===== src/pkg/wlv_pkg.sv =====
// Purpose: Shared constants and types for the write-leveling and init model
// Assumes: Mode registers are addressed by the low two bank bits
// Notes:   All pin figures are in command clock (CK) cycles
package wlv_pkg;
  localparam int ADDR_W  = 13;
  localparam int BA_W    = 3;
  localparam int LANE_W  = 8;
  localparam int LANES   = 8;
  localparam int DQ_W    = LANES * LANE_W;
  localparam int WB_AW   = 8;

  // Register byte offsets
  localparam logic [WB_AW-1:0] OFS_CTRL  = 8'h00;
  localparam logic [WB_AW-1:0] OFS_STAT  = 8'h04;
  localparam logic [WB_AW-1:0] OFS_MR0   = 8'h08;
  localparam logic [WB_AW-1:0] OFS_MR1   = 8'h0c;
  localparam logic [WB_AW-1:0] OFS_MR2   = 8'h10;
  localparam logic [WB_AW-1:0] OFS_MR3   = 8'h14;
  localparam logic [WB_AW-1:0] OFS_LEVEL = 8'h18;

  // Control register fields
  localparam int CTRL_DIS_BIT  = 0;
  localparam int CTRL_TMOD_LSB = 8;
  localparam int TMOD_W        = 8;
  localparam logic [TMOD_W-1:0] TMOD_CK_RESET = 8'h0c;

  // Status register fields
  localparam int STAT_LEVEL_BIT = 0;
  localparam int STAT_DRIVE_BIT = 1;
  localparam int STAT_LOCK_BIT  = 2;
  localparam int STAT_CKE_BIT   = 3;
  localparam int STAT_TERM_BIT  = 4;

  // Mode register fields
  localparam int MR0_DLLRST_BIT = 8;
  localparam int MR1_NOM0_BIT   = 2;
  localparam int MR1_NOM1_BIT   = 6;
  localparam int MR1_WL_BIT     = 7;
  localparam int MR1_NOM2_BIT   = 9;
  localparam int MR1_QOFF_BIT   = 12;
  localparam logic [1:0] MR_SEL_0 = 2'h0;
  localparam logic [1:0] MR_SEL_1 = 2'h1;

  // DLL lock time in CK cycles
  localparam int DLLK_CK = 512;
  localparam int DLL_CW  = 10;

  typedef enum logic [1:0] {
    WLV_IDLE,
    WLV_LEVEL,
    WLV_EXIT
  } wlv_state_type;
endpackage : wlv_pkg


===== src/logic/wlv_core.sv =====
// Purpose: Device-side write leveling, mode registers and power-up termination control
// Assumes: CK and all pins are sampled by mclk; CK is much slower than mclk
// Notes:   Data pins use active-low output enables
//
// Design decisions made here: the Wishbone interface to the registers and the address map.
`timescale 1ns/100ps
module wlv_core #(
  parameter int LANES = wlv_pkg::LANES
) (
  input  wire logic                       mclk,
  input  wire logic                       rst_n,
  input  wire logic                       wb_cyc_i,
  input  wire logic                       wb_stb_i,
  input  wire logic                       wb_we_i,
  input  wire logic [wlv_pkg::WB_AW-1:0]  wb_adr_i,
  input  wire logic [3:0]                 wb_sel_i,
  input  wire logic [31:0]                wb_dat_i,
  output logic      [31:0]                wb_dat_o,
  output logic                            wb_ack_o,
  input  wire logic                       ck_pin,
  input  wire logic [LANES-1:0]           dqs_pin,
  input  wire logic                       reset_pin_n,
  input  wire logic                       cke_pin,
  input  wire logic                       odt_pin,
  input  wire logic                       cs_pin_n,
  input  wire logic                       ras_pin_n,
  input  wire logic                       cas_pin_n,
  input  wire logic                       we_pin_n,
  input  wire logic [wlv_pkg::BA_W-1:0]   ba_pin,
  input  wire logic [wlv_pkg::ADDR_W-1:0] addr_pin,
  output logic      [LANES*wlv_pkg::LANE_W-1:0] dq_o,
  output logic      [LANES*wlv_pkg::LANE_W-1:0] dq_oe_n,
  output logic                            term_on
);
  localparam int DW = LANES * wlv_pkg::LANE_W;
  localparam int SW = LANES + 8 + wlv_pkg::BA_W + wlv_pkg::ADDR_W;

  if (LANES < 1 || LANES > 8) begin : g_bad_lanes
    $error("wlv_core supports 1 to 8 byte lanes");
  end

  // Pin synchronisation
  logic [SW-1:0] pins_s;
  wlv_sync #(.W(SW)) u_sync (
    .mclk (mclk),
    .rst_n(rst_n),
    .pin  ({ck_pin, reset_pin_n, cke_pin, odt_pin, cs_pin_n, ras_pin_n, cas_pin_n, we_pin_n,
            ba_pin, addr_pin, dqs_pin}),
    .sync (pins_s)
  );

  logic                       ck_s;
  logic                       dev_rst_n_s;
  logic                       cke_s;
  logic                       odt_s;
  logic [3:0]                 cmd_s;
  logic [wlv_pkg::BA_W-1:0]   ba_s;
  logic [wlv_pkg::ADDR_W-1:0] addr_s;
  logic [LANES-1:0]           dqs_s;
  assign {ck_s, dev_rst_n_s, cke_s, odt_s, cmd_s, ba_s, addr_s, dqs_s} = pins_s;

  // Edge detection on CK and strobes
  logic             ck_prev_q;
  logic [LANES-1:0] dqs_prev_q;
  always_ff @(posedge mclk or negedge rst_n) begin
    if (!rst_n) begin
      ck_prev_q  <= 1'b0;
      dqs_prev_q <= '0;
    end else begin
      ck_prev_q  <= ck_s;
      dqs_prev_q <= dqs_s;
    end
  end
  logic             ck_rise;
  logic [LANES-1:0] dqs_rise;
  assign ck_rise  = ck_s & ~ck_prev_q;
  assign dqs_rise = dqs_s & ~dqs_prev_q;

  // Mode register set: all four command pins low at a CK rise with CKE high
  logic mrs;
  assign mrs = ck_rise & cke_s & (cmd_s == 4'h0);

  // CKE registered high at least once since device reset
  logic cke_seen_q;
  always_ff @(posedge mclk or negedge rst_n) begin
    if (!rst_n) begin
      cke_seen_q <= 1'b0;
    end else if (!dev_rst_n_s) begin
      cke_seen_q <= 1'b0;
    end else if (ck_rise && cke_s) begin
      cke_seen_q <= 1'b1;
    end
  end

  // Mode registers
  logic [wlv_pkg::ADDR_W-1:0] mr_q [4];
  logic                       dll_start;
  assign dll_start = mrs && (ba_s[1:0] == wlv_pkg::MR_SEL_0) && addr_s[wlv_pkg::MR0_DLLRST_BIT];

  always_ff @(posedge mclk or negedge rst_n) begin
    if (!rst_n) begin
      for (int i = 0; i < 4; i++) mr_q[i] <= '0;
    end else if (!dev_rst_n_s) begin
      for (int i = 0; i < 4; i++) mr_q[i] <= '0;
    end else if (mrs) begin
      mr_q[ba_s[1:0]] <= addr_s;
    end else if (mr_q[0][wlv_pkg::MR0_DLLRST_BIT]) begin
      mr_q[0][wlv_pkg::MR0_DLLRST_BIT] <= 1'b0;
    end
  end

  // DLL lock timer counted in CK cycles
  localparam logic [wlv_pkg::DLL_CW-1:0] DLL_LAST = wlv_pkg::DLL_CW'(wlv_pkg::DLLK_CK - 1);
  logic [wlv_pkg::DLL_CW-1:0] dll_cnt_q;
  logic                       dll_locked_q;
  always_ff @(posedge mclk or negedge rst_n) begin
    if (!rst_n) begin
      dll_cnt_q    <= '0;
      dll_locked_q <= 1'b0;
    end else if (!dev_rst_n_s) begin
      dll_cnt_q    <= '0;
      dll_locked_q <= 1'b0;
    end else if (dll_start) begin
      dll_cnt_q    <= '0;
      dll_locked_q <= 1'b0;
    end else if (ck_rise && !dll_locked_q) begin
      if (dll_cnt_q == DLL_LAST) begin
        dll_locked_q <= 1'b1;
      end else begin
        dll_cnt_q <= dll_cnt_q + 1'b1;
      end
    end
  end

  // Software control register
  logic                       ctrl_dis_q;
  logic [wlv_pkg::TMOD_W-1:0] tmod_ck_q;
  logic                       wb_req;
  assign wb_req = wb_cyc_i & wb_stb_i & ~wb_ack_o;

  always_ff @(posedge mclk or negedge rst_n) begin
    if (!rst_n) begin
      ctrl_dis_q <= 1'b0;
      tmod_ck_q  <= wlv_pkg::TMOD_CK_RESET;
    end else if (wb_req && wb_we_i && wb_adr_i == wlv_pkg::OFS_CTRL) begin
      if (wb_sel_i[0]) ctrl_dis_q <= wb_dat_i[wlv_pkg::CTRL_DIS_BIT];
      if (wb_sel_i[1]) tmod_ck_q <= wb_dat_i[wlv_pkg::CTRL_TMOD_LSB +: wlv_pkg::TMOD_W];
    end
  end

  // Leveling state: leveling, then tMOD hold after the clearing command
  logic                       wl_en;
  logic                       qoff;
  wlv_pkg::wlv_state_type     state_q;
  logic [wlv_pkg::TMOD_W-1:0] hold_q;
  assign wl_en = mr_q[1][wlv_pkg::MR1_WL_BIT];
  assign qoff  = mr_q[1][wlv_pkg::MR1_QOFF_BIT];

  always_ff @(posedge mclk or negedge rst_n) begin
    if (!rst_n) begin
      state_q <= wlv_pkg::WLV_IDLE;
      hold_q  <= '0;
    end else if (!dev_rst_n_s) begin
      state_q <= wlv_pkg::WLV_IDLE;
      hold_q  <= '0;
    end else begin
      case (state_q)
        wlv_pkg::WLV_IDLE: begin
          if (wl_en) state_q <= wlv_pkg::WLV_LEVEL;
        end
        wlv_pkg::WLV_LEVEL: begin
          if (!wl_en) begin
            state_q <= wlv_pkg::WLV_EXIT;
            hold_q  <= tmod_ck_q;
          end
        end
        wlv_pkg::WLV_EXIT: begin
          if (wl_en) begin
            state_q <= wlv_pkg::WLV_LEVEL;
          end else if (hold_q == '0) begin
            state_q <= wlv_pkg::WLV_IDLE;
          end else if (ck_rise) begin
            hold_q <= hold_q - 1'b1;
          end
        end
        default: state_q <= wlv_pkg::WLV_IDLE;
      endcase
    end
  end

  // Data pins driven while leveling or during the exit hold, unless outputs are off in MR1 or disabled in the control register
  logic drive_d;
  assign drive_d = (state_q != wlv_pkg::WLV_IDLE) && !qoff && !ctrl_dis_q;

  always_ff @(posedge mclk or negedge rst_n) begin
    if (!rst_n) begin
      dq_oe_n <= '1;
    end else begin
      dq_oe_n <= {DW{~drive_d}};
    end
  end

  // Per-lane CK capture on the lane's strobe rise
  logic [LANES-1:0] level_bits;
  for (genvar l = 0; l < LANES; l++) begin : g_lane
    always_ff @(posedge mclk or negedge rst_n) begin
      if (!rst_n) begin
        dq_o[l*wlv_pkg::LANE_W +: wlv_pkg::LANE_W] <= '0;
      end else if (state_q != wlv_pkg::WLV_LEVEL) begin
        dq_o[l*wlv_pkg::LANE_W +: wlv_pkg::LANE_W] <= '0;
      end else if (dqs_rise[l]) begin
        dq_o[l*wlv_pkg::LANE_W +: wlv_pkg::LANE_W] <= {{(wlv_pkg::LANE_W-1){1'b0}}, ck_s};
      end
    end
    assign level_bits[l] = dq_o[l*wlv_pkg::LANE_W];
  end

  // Nominal termination: off until CKE seen, off whenever disabled in MR1
  logic nom_en;
  assign nom_en = mr_q[1][wlv_pkg::MR1_NOM0_BIT] | mr_q[1][wlv_pkg::MR1_NOM1_BIT]
                | mr_q[1][wlv_pkg::MR1_NOM2_BIT];

  always_ff @(posedge mclk or negedge rst_n) begin
    if (!rst_n) begin
      term_on <= 1'b0;
    end else begin
      term_on <= dev_rst_n_s && cke_seen_q && nom_en && odt_s;
    end
  end

  // Wishbone slave: ack one cycle after request, unmapped reads give zero
  logic [31:0] rd_d;
  always_comb begin
    rd_d = 32'h0;
    case (wb_adr_i)
      wlv_pkg::OFS_CTRL: begin
        rd_d[wlv_pkg::CTRL_DIS_BIT] = ctrl_dis_q;
        rd_d[wlv_pkg::CTRL_TMOD_LSB +: wlv_pkg::TMOD_W] = tmod_ck_q;
      end
      wlv_pkg::OFS_STAT: begin
        rd_d[wlv_pkg::STAT_LEVEL_BIT] = (state_q == wlv_pkg::WLV_LEVEL);
        rd_d[wlv_pkg::STAT_DRIVE_BIT] = ~dq_oe_n[0];
        rd_d[wlv_pkg::STAT_LOCK_BIT]  = dll_locked_q;
        rd_d[wlv_pkg::STAT_CKE_BIT]   = cke_seen_q;
        rd_d[wlv_pkg::STAT_TERM_BIT]  = term_on;
      end
      wlv_pkg::OFS_MR0:   rd_d[wlv_pkg::ADDR_W-1:0] = mr_q[0];
      wlv_pkg::OFS_MR1:   rd_d[wlv_pkg::ADDR_W-1:0] = mr_q[1];
      wlv_pkg::OFS_MR2:   rd_d[wlv_pkg::ADDR_W-1:0] = mr_q[2];
      wlv_pkg::OFS_MR3:   rd_d[wlv_pkg::ADDR_W-1:0] = mr_q[3];
      wlv_pkg::OFS_LEVEL: rd_d[LANES-1:0] = level_bits;
      default:            rd_d = 32'h0;
    endcase
  end

  always_ff @(posedge mclk or negedge rst_n) begin
    if (!rst_n) begin
      wb_ack_o <= 1'b0;
      wb_dat_o <= 32'h0;
    end else begin
      wb_ack_o <= wb_req;
      wb_dat_o <= wb_req ? rd_d : 32'h0;
    end
  end
endmodule : wlv_core


===== src/logic/wlv_sync.sv =====
// Purpose: Two-stage synchroniser for a vector of pin inputs
// Assumes: Bits are sampled independently
// Notes:   Only the second stage is visible outside
`timescale 1ns/100ps
module wlv_sync #(
  parameter int W = 1
) (
  input  wire logic         mclk,
  input  wire logic         rst_n,
  input  wire logic [W-1:0] pin,
  output logic      [W-1:0] sync
);
  logic [W-1:0] meta_q;

  if (W < 1) begin : g_bad_width
    $error("wlv_sync width must be positive");
  end

  always_ff @(posedge mclk or negedge rst_n) begin
    if (!rst_n) begin
      meta_q <= '0;
      sync   <= '0;
    end else begin
      meta_q <= pin;
      sync   <= meta_q;
    end
  end
endmodule : wlv_sync


===== config.mk =====
export PLATFORM = sky130hd
export DESIGN_NAME = wlv_core
export DESIGN_NICKNAME = d
export VERILOG_FILES = /design/src/pkg/wlv_pkg.sv /design/src/logic/wlv_core.sv /design/src/logic/wlv_sync.sv
export SDC_FILE = /design/constraint.sdc
export NUM_CORES = 1
export LEC_CHECK = 0
export BUFFER_PORTS_ARGS = -buffer_cell sky130_fd_sc_hd__buf_2
export CORE_UTILIZATION = 47
export CTS_CLUSTER_SIZE = 16
export DETAILED_ROUTE_END_ITERATION = 6
export PLACE_DENSITY = 0.77
export SYNTH_ARGS = -nofsm -noshare
export SYNTH_HDL_FRONTEND = slang
export SYNTH_HIERARCHICAL = 1
export SYNTH_SLANG_ARGS = --single-unit

===== constraint.sdc =====
create_clock -name mclk -period 2 [get_ports mclk]
set_input_delay 0.1 -clock mclk [delete_from_list [all_inputs] [get_ports mclk]]
set_output_delay 0.1 -clock mclk [all_outputs]
set_load 0.05 [all_outputs]

# Word level (Yosys, flattened, before mapping)
# Cells that the tools add are included.
# word_totals
reg_bits	239
inputBits	81
wordCells	154
out_inout_bits	162
# op_classes
addsub	2
bitwise_logic	14
magnitude_cmp	2
n_eq_ne	22
n_mux	51
n_reduce_logical	35
# op_table
cell	n
2-to-1 mux 8 bit	21
bitwise mux 52 bit	1
2-to-1 mux 52 bit	1
2-to-1 mux 47 bit	1
2-to-1 mux 10 bit	4
inequality test 3 bit (second input constant)	9
demux 13 bit (select 2 bit)	1
case mux 5 bit (5 select lines)	1
equality test 8 x 5 -> 1 bit (second input constant)	3
case mux 4 bit (6 select lines)	1
nonzero test 2 bit	9
equality test 8 x 4 -> 1 bit (second input constant)	2
zero test 8 bit	2
2-to-1 mux 16 bit	1
case mux 8 bit (2 select lines)	1
case mux 3 bit (5 select lines)	1
2-to-1 mux 13 bit	1
logical AND 1 bit	12
adder 10 x 1 -> 10 bit (second input constant)	1
equality test 10 x 9 -> 1 bit (second input constant)	1
2-to-1 mux 2 bit	5
bitwise AND 8 bit	1
equality test 8 x 3 -> 1 bit (second input constant)	1
NOT 8 bit	1
23 further kinds	44

# Logic depth before layout (Yosys ltp)
# Gate-level depths: netlist (run 1).
# logic_depth
depth_word	8
ltp_mapped	7
depth_no_buf	6

# Modules after synthesis
# Netlist (run 1), hierarchy kept.
# by_module_without_submodules
mod	area_per_inst_um2	seq_area_each_um2	instances	cells_each
wlv_core	6643.9	2981.6	1	672
wlv_sync	1601.5	1601.5	1	64

# Least setup slack after synthesis (run 1)
# No wires, ideal clock.
# synth_timing
kind	register to register
start	reg wb_ack_o
end	reg wb_dat_o[5]
path_buffers	1
path_slack_ns	-0.077
period_less_slack_ns	2.077
arrival_ns	2.000
required_ns	1.922
path_stages_with_launch	6
path_cell_list	dfrtp_1 nand3b_1 or3_1 clkbuf_1 or3b_2 a21oi_1
# synth_between
elab_chain_len	3
# synth_rtl
item	line_no	rtl
start: declaration	wlv_core.sv:19	output logic wb_ack_o,
start signal: assignment	wlv_core.sv:261	wb_ack_o <= wb_req;
NOT 1 bit	wlv_core.sv:139	assign wb_req = wb_cyc_i & wb_stb_i & ~wb_ack_o;
bitwise AND 1 bit	wlv_core.sv:139	
2-to-1 mux 16 bit	wlv_core.sv:262	wb_dat_o <= wb_req ? rd_d : 32'h0;
end signal: assignment	wlv_core.sv:262	
end: declaration	wlv_core.sv:18	output logic [31:0] wb_dat_o,
# Every way passes these cells.
# A chain may end at the register's enable or synchronous reset.

# Worst setup path in the final report (run 1)
# layout_timing
start	reg ck_prev_q
end	reg hold_q[6] (netlist name)
# layout_between
elab_chain_len	4
# layout_rtl
item	line_no	rtl
start: declaration	wlv_core.sv:63	logic ck_prev_q;
start signal: assignment	wlv_core.sv:70	ck_prev_q <= ck_s;
NOT 1 bit	wlv_core.sv:76	assign ck_rise = ck_s & ~ck_prev_q;
bitwise AND 1 bit	wlv_core.sv:76	
inequality test 3 bit (no source line)	-	
AND reduction 5 bit (no source line)	-	
end signal: assignment	wlv_core.sv:174	hold_q <= tmod_ck_q;
end signal: assignment	wlv_core.sv:183	hold_q <= hold_q - 1'b1;
end: declaration	wlv_core.sv:155	logic [wlv_pkg::TMOD_W-1:0] hold_q;
# Every way passes these cells.

==> key figures, run 1 <==
Routing
  – DR pass1 iterations: 5
  – Vias/cell: 5.047
  – DR WL/cell: 15.05 um
  – Routed wire length: 16,630 um
  – ANT nets after route: 0
  – Vias: 5,577
  – DRC: 0
  – Drt first-iter violations: 500

Timing
  – Final Hold Viols: 0
  – Worst slew pin tran: 0.6897 ns
  – RSZ-0062 raised after global routing: no
  – Crit path time final: 1.842 ns
  – Slew headroom: 54.02%
  – Final setup viols: 0
  – Setup TNS: 0 ns
  – Fmax: 542.8 MHz
  – Hold_ws: 0.1048 ns
  – Fin Clk Skew: 0.009848 ns
  – Tcrit/Tclk final: 92.12%
  – Pins Over Slew Limit: 0

Floorplan
  – IO Count: 243
  – Area of the core: 0.01682 mm2
  – Die height: 134.1 um
  – Row count: 47
  – Initial Utilization: 48.73%
  – Die area: 0.01797 mm2
  – Die X: 134.1 um

Hold path
  – Worst hold stages: 4
  – Hold worst-path end: ctrl_dis_q
  – Hold Crit Start: wb_sel_i[0]
  – Hold Crit Class: input pin to register

Logic synthesis
  – Area of the mapped netlist: 0.008195 mm2
  – Syn Inst Count: 734
  – Synth Warn #: 6
  – Avg Inst Size Synth: 11.17 um2

Placed design
  – Placed cells: 1,032
  – PortBufs: 144
  – Post-DP Area: 0.008605 mm2
  – GP Congestion: 0.8454
  – HPWL after detailed placement: 11,350 um

Cells and area
  – Nets: 956
  – Fraction of layout cells with a size suffix above 1: 26.33%
  – Cell area after layout: 0.009610 mm2
  – N_diodes: 0
  – Finished Layout Cells: 1,105
  – Layout area overhead: 17.27%

GRT
  – GRT Resource Usage Total: 19.22%
  – GRT overflow: 0
  – Initial antenna violation count: 1
  – Largest net degree at the start of global routing: 65
  – Vias in the first global route: 5,230
  – Global-route wire length before repair: 26,460 um

Setup path
  – Endpoint type of the worst setup path: register
  – Critical path arrival: 2.15 ns
  – Critical-path top delay cell: a311oi_2
  – Critical Path Start Type: register
  – Critical-path cell list: nand4bb_1 > a311oi_2 > o22ai_1 > o2bb2ai_1
  – WS Path Type: register to register
  – RR Endpoint: hold_q[6]
  – R2R cell count: 4
  – Worst Path Max Fanout: 9
  – R2r startpoint: ck_prev_q
  – Critical Path Max Stage Delay: 0.66 ns
  – R2r setup slk: 0.16 ns
  – Worst Path Required: 2.31 ns

Clocking
  – Root buf cell: clkbuf_16
  – Num CTS Buffers: 17
  – Clk Latency, worst-skew pair: 0.43 ns
  – CTS max path bufs: 2
  – Clock sink total: 181
  – H-tree depth: 4
  – Clock-pin slew on the worst setup and hold paths: 0.07 ns
  – CTS tree: yes

Job
  – Max cap viols: 0

Power and ir drop
  – Worst ir drop on vdd: 0.6048 mV
  – Leakage: 4.637 nW
  – PwrDens: 805.8 mW/mm2

Outcome
  – Status: finished clean
worst max-delay path, delay by kind of cell, from the launching register on:
kind               cells  cell delay (ns)
AOI/OAI and AO/OA      3             1.03
and+or+nand+nor        1             0.26
DFF                    1             0.43
through the flow:
step	power (mW)	setup slack, ns	util, %
5_1_grt	8.017	0.06846	57.14
3_5_place_dp	4.480	-0.1015	51.16
3_3_place_gp	4.471	-0.05889	51.16
2_1_floorplan	4.383	0.01124	-
4_1_cts	7.819	0.1801	57.10
6_report	7.744	0.1576	57.14
registers in the layout, indices dropped and copies added (netlist names):
| register | cells |
|---|---|
| cke_seen_q | 1 |
| dq_o | 8 |
| ctrl_dis_q | 1 |
| dll_locked_q | 1 |
| wb_ack_o | 1 |
| u_sync/sync | 31 |
| hold_q | 8 |
| dq_oe_n | 1 |
| wb_dat_o | 16 |
| state_q | 2 |
| ck_prev_q | 1 |
| mr_q | 52 |
| u_sync/meta_q | 31 |
| tmod_ck_q | 8 |
| dqs_prev_q | 8 |
| dll_cnt_q | 10 |
| term_on | 1 |
cell usage in the layout (no fill, tap or decap), types with 8 or more instances in the layout:
cell type	count
buf_4	26
dfrtp_1	177
nor3_1	14
a211oi_1	10
a21oi_1	17
nand2_1	35
clkbuf_16	17
a31oi_1	8
dlygate4sd3_1	41
buf_2	143
nand3_1	31
mux2i_1	44
nand2b_1	12
o21ai_0	37
nor2_1	38
mux2_2	14
conb_1	72
nor2b_1	30
worst max path at each step:
stage                startpoint  cells past startpoint  slack [ns]            to
finish                ck_prev_q                      4        0.16     hold_q[6]
global route          ck_prev_q                      4        0.07     hold_q[0]
CTS                  dq_oe_n[0]                      2        0.18   dq_oe_n[13]
detailed placement    ck_prev_q                      4       -0.10     hold_q[6]
global placement    wb_adr_i[1]                      6       -0.06  tmod_ck_q[1]
floorplan              wb_ack_o                      5        0.01   wb_dat_o[5]
what timing repair did:
item / 4_1_cts / 5_1_grt
resized for setup: 1 / 1
hold buffers: 41 / 0
buffers inserted: 0 / 0
endpoints found under the hold margin: 94 / 0
endpoints found under the setup margin: 8 / 1
layout make-up:
type | instances | area (um2)
Multi-Input combinational cell | 451 | 2783
Timing Repair Buffer | 215 | 1413
Fill cell | 1444 | 7208
Clock buffer | 24 | 481.7
Tap cell | 220 | 275.3
Clock inverter | 8 | 101.3
Inverter | 6 | 22.52
Sequential cell | 181 | 4534
per-layer routing:
layer | wire (um) | GRT usage (%) | vias to the layer above | part of all wire [%]
li1 | - | - | 2595 | -
met1 | 7042 | 24.68 | 2717 | 42
met2 | 8208 | 31.55 | 233 | 49
met3 | 998 | 4.006 | 30 | 6.0
met4 | 357 | 8.365 | 2 | 2.1
met5 | 20 | 0 | - | 0.12
power breakdown:
group,internal [mW],switching (mW)
clock,1.94,1.33
sequential,3.74,0.0458
combinational,0.175,0.508
No activity file was read; power rests on OpenSTA's default activity.
==> run 2: changes to the inputs <==
- REMOVE_ABC_BUFFERS: default -> 1
==> run 2 against run 1 <==
  * Die area stayed put
  * Sequential power hardly changed
  * Global-route usage up 0.35 points
  * Utilization is 0.10 points higher
  * Largest cell class unchanged
==> key figures, run 2 (synthesis gave the netlist of run 1 again) <==
Outcome
  – Status: finished clean

Job
  – Max cap viols: 0

GRT
  – Initial antenna violation count: 0
  – GRT overflow: 0
  – Vias in the first global route: 5,190
  – Global-route wire length before repair: 26,720 um
  – GRT Resource Usage Total: 19.57%
  – Largest net degree at the start of global routing: 58

Clocking
  – H-tree depth: 4
  – Clock sink total: 181
  – # hold bufs at CTS: 41
  – Number of setup buffers added after CTS: 0
  – Clk Latency, worst-skew pair: 0.43 ns
  – Root buf cell: clkbuf_16
  – Post-CTS sizing: 0
  – CTS tree: yes
  – CTS max path bufs: 2
  – Num CTS Buffers: 17
  – Clock-pin slew on the worst setup and hold paths: 0.06 ns

Setup path
  – Endpoint type of the worst setup path: primary output
  – Critical-path top delay cell: dfstp_2
  – Worst Path Required: 1.90 ns
  – R2r startpoint: dll_locked_q
  – Critical path arrival: 1.70 ns
  – Critical Path Start Type: register
  – WS Path Type: register to primary output
  – Critical-path cell list: buf_12 > buf_2
  – Worst Path Max Fanout: 35
  – Setup crit start: dq_oe_n[0]
  – R2r setup slk: 0.22 ns
  – Critical Path Max Stage Delay: 0.78 ns

Routing
  – Routed wire length: 16,910 um
  – DR pass1 iterations: 4
  – DRC: 0
  – ANT nets after route: 0
  – Vias: 5,495
  – Drt first-iter violations: 398
  – DR WL/cell: 15.23 um
  – Vias/cell: 4.950

Hold path
  – Hold Crit Class: input pin to register
  – Hold Crit Start: wb_cyc_i

Power and ir drop
  – Int Power: 5.774 mW
  – Sw power: 1.982 mW
  – PwrDens: 805.6 mW/mm2
  – Clock power share: 42.2%
  – Worst ir drop on vdd: 0.6780 mV
  – Combinational share of power: 9.0%
  – Reg power frac: 48.8%
  – Sw Ratio: 25.55%
  – Leakage: 4.667 nW

Timing
  – RSZ-0062 raised after global routing: no
  – Fin Clk Skew: 0.009263 ns
  – Fmax: 555.9 MHz
  – Worst slew pin tran: 0.5981 ns
  – Tcrit/Tclk final: 89.95%
  – Final Hold Viols: 0
  – Slew headroom: 59.86%
  – Crit path time final: 1.799 ns
  – Hold_ws: 0.1264 ns
  – Pins Over Slew Limit: 0
  – Final setup viols: 0

Cells and area
  – N_diodes: 0
  – Cell area after layout: 0.009628 mm2
  – Max reg flops: 52
  – Layout area overhead: 17.48%
  – Commonest non-fill, non-tap cell in the layout: dfrtp_1
  – Largest regs: mr_q (52), u_sync/meta_q (31), u_sync/sync (31)
  – Fillers: 1,426
  – Nets: 961
  – Most frequent cells in the layout: 178 x dfrtp_1, 143 x buf_2, 72 x conb_1
  – Fraction of layout cells with a size suffix above 1: 26.63%
  – Reg with most FFs: mr_q

Floorplan
  – Initial Utilization: 48.73%
  – Row count: 47
  – Area of the core: 0.01682 mm2
  – IO Count: 243
  – Die height: 134.1 um
  – Die X: 134.1 um
  – Die area: 0.01797 mm2

Placed design
  – PortBufs: 144
  – GP Congestion: 0.8718
  – Post-DP Area: 0.008641 mm2
  – HPWL after detailed placement: 11,470 um
[run 2: cell types whose count changed in the layout (fill, tap and decap cells not counted), sizes merged]
cell      change
clkbuf        -5
buf           +5
clkinvlp      -2
clkinv        +3
inv           +4
[run 2: through the flow]
| stage | std cells | utilization (%) | power, mW | setup WS (ns) | TNS, ns |
|---|---|---|---|---|---|
| floorplan | 638 | - | 4.244 | -10.43 | -604.43 |
| global placement | 1037 | 51.38 | 4.480 | -0.0002269 | -0.0002269 |
| detailed placement | 1037 | 51.38 | 4.486 | -0.02375 | -0.06797 |
| CTS | 1110 | 57.25 | 7.832 | 0.1586 | 0 |
| global route | 1110 | 57.25 | 8.053 | 0.07432 | 0 |
| finish | 1110 | 57.25 | 7.756 | 0.2010 | 0 |
[run 2: layout make-up]
type	instances	area, um2	area share, %
clock inverter	13	143.9	1.494
clock buffer	19	432.9	4.496
sequential	181	4533	47.08
tap	220	275.3	2.859
multi-input combinational	451	2770	28.77
timing repair buffer	220	1450	15.06
inverter	6	22.52	0.2339
[run 2: routing by layer]
layer	GRT usage, %	vias to the layer above	wire length, um
met5	0	-	0
met4	7.054	0	361
met3	5.178	24	1128
met2	32.47	212	8190
met1	24.67	2639	7226
li1	-	2620	-
[run 2: path summary, 6_finish.rpt]
path,endpoint,depth (start not counted)
worst max register to register,dll_cnt_q[7],4
worst min-delay path,wb_ack_o,4
min in group asynchronous,tmod_ck_q[0],2
worst min register to register,u_sync/sync[9],0
max in group asynchronous,dq_oe_n[0],3
worst max-delay path,dq_oe_n[5],2
[run 2: power groups by stage]
stage	sequential (mW)	clock, mW	combinational [mW]
3_5_place_dp	3.85	0	0.632
2_1_floorplan	3.86	0	0.385
6_report	3.78	3.28	0.695
3_3_place_gp	3.85	0	0.629
4_1_cts	3.78	3.35	0.696
5_1_grt	3.79	3.52	0.743
[run 2: critical path, delay by kind of cell (launching register included)]
kind                   cells  cell delay (ns)
flip-flops                 1             0.78
buffers and inverters      2             0.48
==> run 3: changes to the inputs <==
- CORE_ASPECT_RATIO: default -> 1.75
==> run 3 against run 2 <==
  * Sequential cell count unchanged
  * Clock skew up 0.0085 ns
  * Via count up 1.7%
  * Critical path depth unchanged
  * Largest power group unchanged
  * Maximum frequency up 0.68%
==> key figures, run 3 (synthesis gave the netlist of run 1 again) <==
Timing
  – Final Hold Viols: 0
  – Fmax: 559.6 MHz
  – Fin Clk Skew: 0.01773 ns
  – Final WS setup: 0.2131 ns
  – Final setup viols: 0
  – Slew headroom: 57.74%
  – Worst slew pin tran: 0.6297 ns
  – RSZ-0062 raised after global routing: no
  – Crit path time final: 1.787 ns
  – Pins Over Slew Limit: 0
  – Tcrit/Tclk final: 89.35%

Clocking
  – CTS tree: yes
  – Clock-pin slew on the worst setup and hold paths: 0.07 ns
  – Root buf cell: clkbuf_16
  – Post-CTS sizing: 0
  – Clock sink total: 181
  – H-tree depth: 4
  – Clk Latency, worst-skew pair: 0.43 ns
  – Num CTS Buffers: 17
  – CTS max path bufs: 2
  – Number of setup buffers added after CTS: 0

Cells and area
  – Cell area after layout: 0.009653 mm2
  – Most frequent cells in the layout: 178 x dfrtp_1, 143 x buf_2, 72 x conb_1
  – Reg with most FFs: mr_q
  – Layout area overhead: 17.79%
  – Fraction of layout cells with a size suffix above 1: 26.24%
  – Commonest non-fill, non-tap cell in the layout: dfrtp_1
  – Nets: 955
  – Largest regs: mr_q (52), u_sync/meta_q (31), u_sync/sync (31)
  – Fillers: 1,433
  – Max reg flops: 52
  – N_diodes: 0

GRT
  – Global-route wire length before repair: 26,890 um
  – Vias in the first global route: 5,244
  – Initial antenna violation count: 0
  – Largest net degree at the start of global routing: 71
  – GRT Resource Usage Total: 19.84%
  – GRT overflow: 0

Power and ir drop
  – Int Power: 5.938 mW
  – Reg power frac: 47.8%
  – PwrDens: 820.1 mW/mm2
  – Leakage: 4.664 nW
  – Sw Ratio: 24.99%
  – Combinational share of power: 8.7%
  – Clock power share: 43.5%
  – Worst ir drop on vdd: 0.5391 mV
  – Sw power: 1.978 mW

Job
  – Max cap viols: 0

Routing
  – ANT nets after route: 0
  – Drt first-iter violations: 245
  – Vias: 5,588
  – DR pass1 iterations: 5
  – DRC: 0
  – Routed wire length: 16,710 um
  – Vias/cell: 5.030
  – DR WL/cell: 15.04 um

Setup path
  – Critical-path cell list: buf_12 > buf_2
  – Critical Path Start Type: register
  – Critical-path top delay cell: dfstp_2
  – Worst Path Max Fanout: 36
  – Endpoint type of the worst setup path: primary output
  – Critical path arrival: 1.69 ns
  – Critical Path Max Stage Delay: 0.77 ns
  – Worst Path Required: 1.90 ns
  – WS Path Type: register to primary output

Floorplan
  – Initial Utilization: 48.13%
  – IO Count: 243
  – Row count: 63
  – Die area: 0.01799 mm2
  – Die X: 101.8 um
  – Area of the core: 0.01703 mm2
  – Die height: 176.7 um

Outcome
  – Status: finished clean

Placed design
  – GP Congestion: 0.8330
  – PortBufs: 144
  – HPWL after detailed placement: 11,310 um
  – Post-DP Area: 0.008630 mm2
  – Pre-CTS setup slack: -0.02246 ns

Hold path
  – Hold Crit Class: input pin to register
run 3: cell types whose count changed in the layout (fill, tap and decap cells not counted), sizes merged:
cell / previous run / this run
buf: 179 / 173
clkinv: 5 / 3
bufinv: 2 / 3
clkinvlp: 1 / 2
run 3: repair_timing:
item                       CTS  global route
setup endpoints to repair    0             0
hold buffers                41             0
hold endpoints to repair   179             0
run 3: critical path, delay by kind of cell (launching register included):
| family | cells | cell delay, ns |
|---|---|---|
| buf+inv | 2 | 0.48 |
| flops | 1 | 0.77 |
run 3: power groups by stage:
stage	clock [mW]	sequential, mW	combinational (mW)
2_1_floorplan	0	3.86	0.385
3_3_place_gp	0	3.85	0.624
3_5_place_dp	0	3.86	0.628
4_1_cts	3.53	3.79	0.689
5_1_grt	3.68	3.79	0.738
6_report	3.44	3.79	0.687
run 3: final timing paths:
check | slack [ns] | endpoint | from | depth (start not counted)
setup / recovery | 0.21 | dq_oe_n[62] | dq_oe_n[0] | 2
hold / removal | 0.09 | wb_ack_o | wb_stb_i | 4
setup reg to reg | 0.21 | dll_cnt_q[7] | u_sync/sync[31] | 4
hold reg to reg | 0.35 | u_sync/sync[10] | u_sync/meta_q[10] | 0
max in group asynchronous | 1.20 | dq_oe_n[0] | rst_n | 3
min in group asynchronous | 0.17 | wb_dat_o[14] | rst_n | 2
run 3: through the flow:
stage	TNS [ns]	instances	power [mW]	util (%)	hold WS [ns]
finish	0	1111	7.916	56.69	0.08649
CTS	0	1111	8.002	56.69	0.07243
global route	0	1111	8.209	56.69	0.1198
global placement	-0.01143	1038	4.475	50.68	0.04464
floorplan	-604.43	638	4.244	-	-0.1956
detailed placement	-0.08566	1038	4.483	50.68	0.04668
run 3: layout make-up:
| cell class | count | area (um2) | area share, % |
|---|---|---|---|
| Multi-Input combinational cell | 451 | 2770 | 28.70 |
| Clock buffer | 19 | 442.9 | 4.588 |
| Inverter | 6 | 22.52 | 0.2333 |
| Timing Repair Buffer | 214 | 1430 | 14.82 |
| Tap cell | 227 | 284.0 | 2.942 |
| Sequential cell | 181 | 4533 | 46.96 |
| Clock inverter | 13 | 170.2 | 1.763 |
run 3: routing by layer:
metal	wire, um	up-vias	global-route usage (%)	part of all wire (%)
met1	6308	2704	22.40	38
met3	991	26	3.989	5.9
met4	327	0	7.798	2.0
li1	-	2610	-	-
met5	0	-	0	0
met2	9087	248	35.98	54
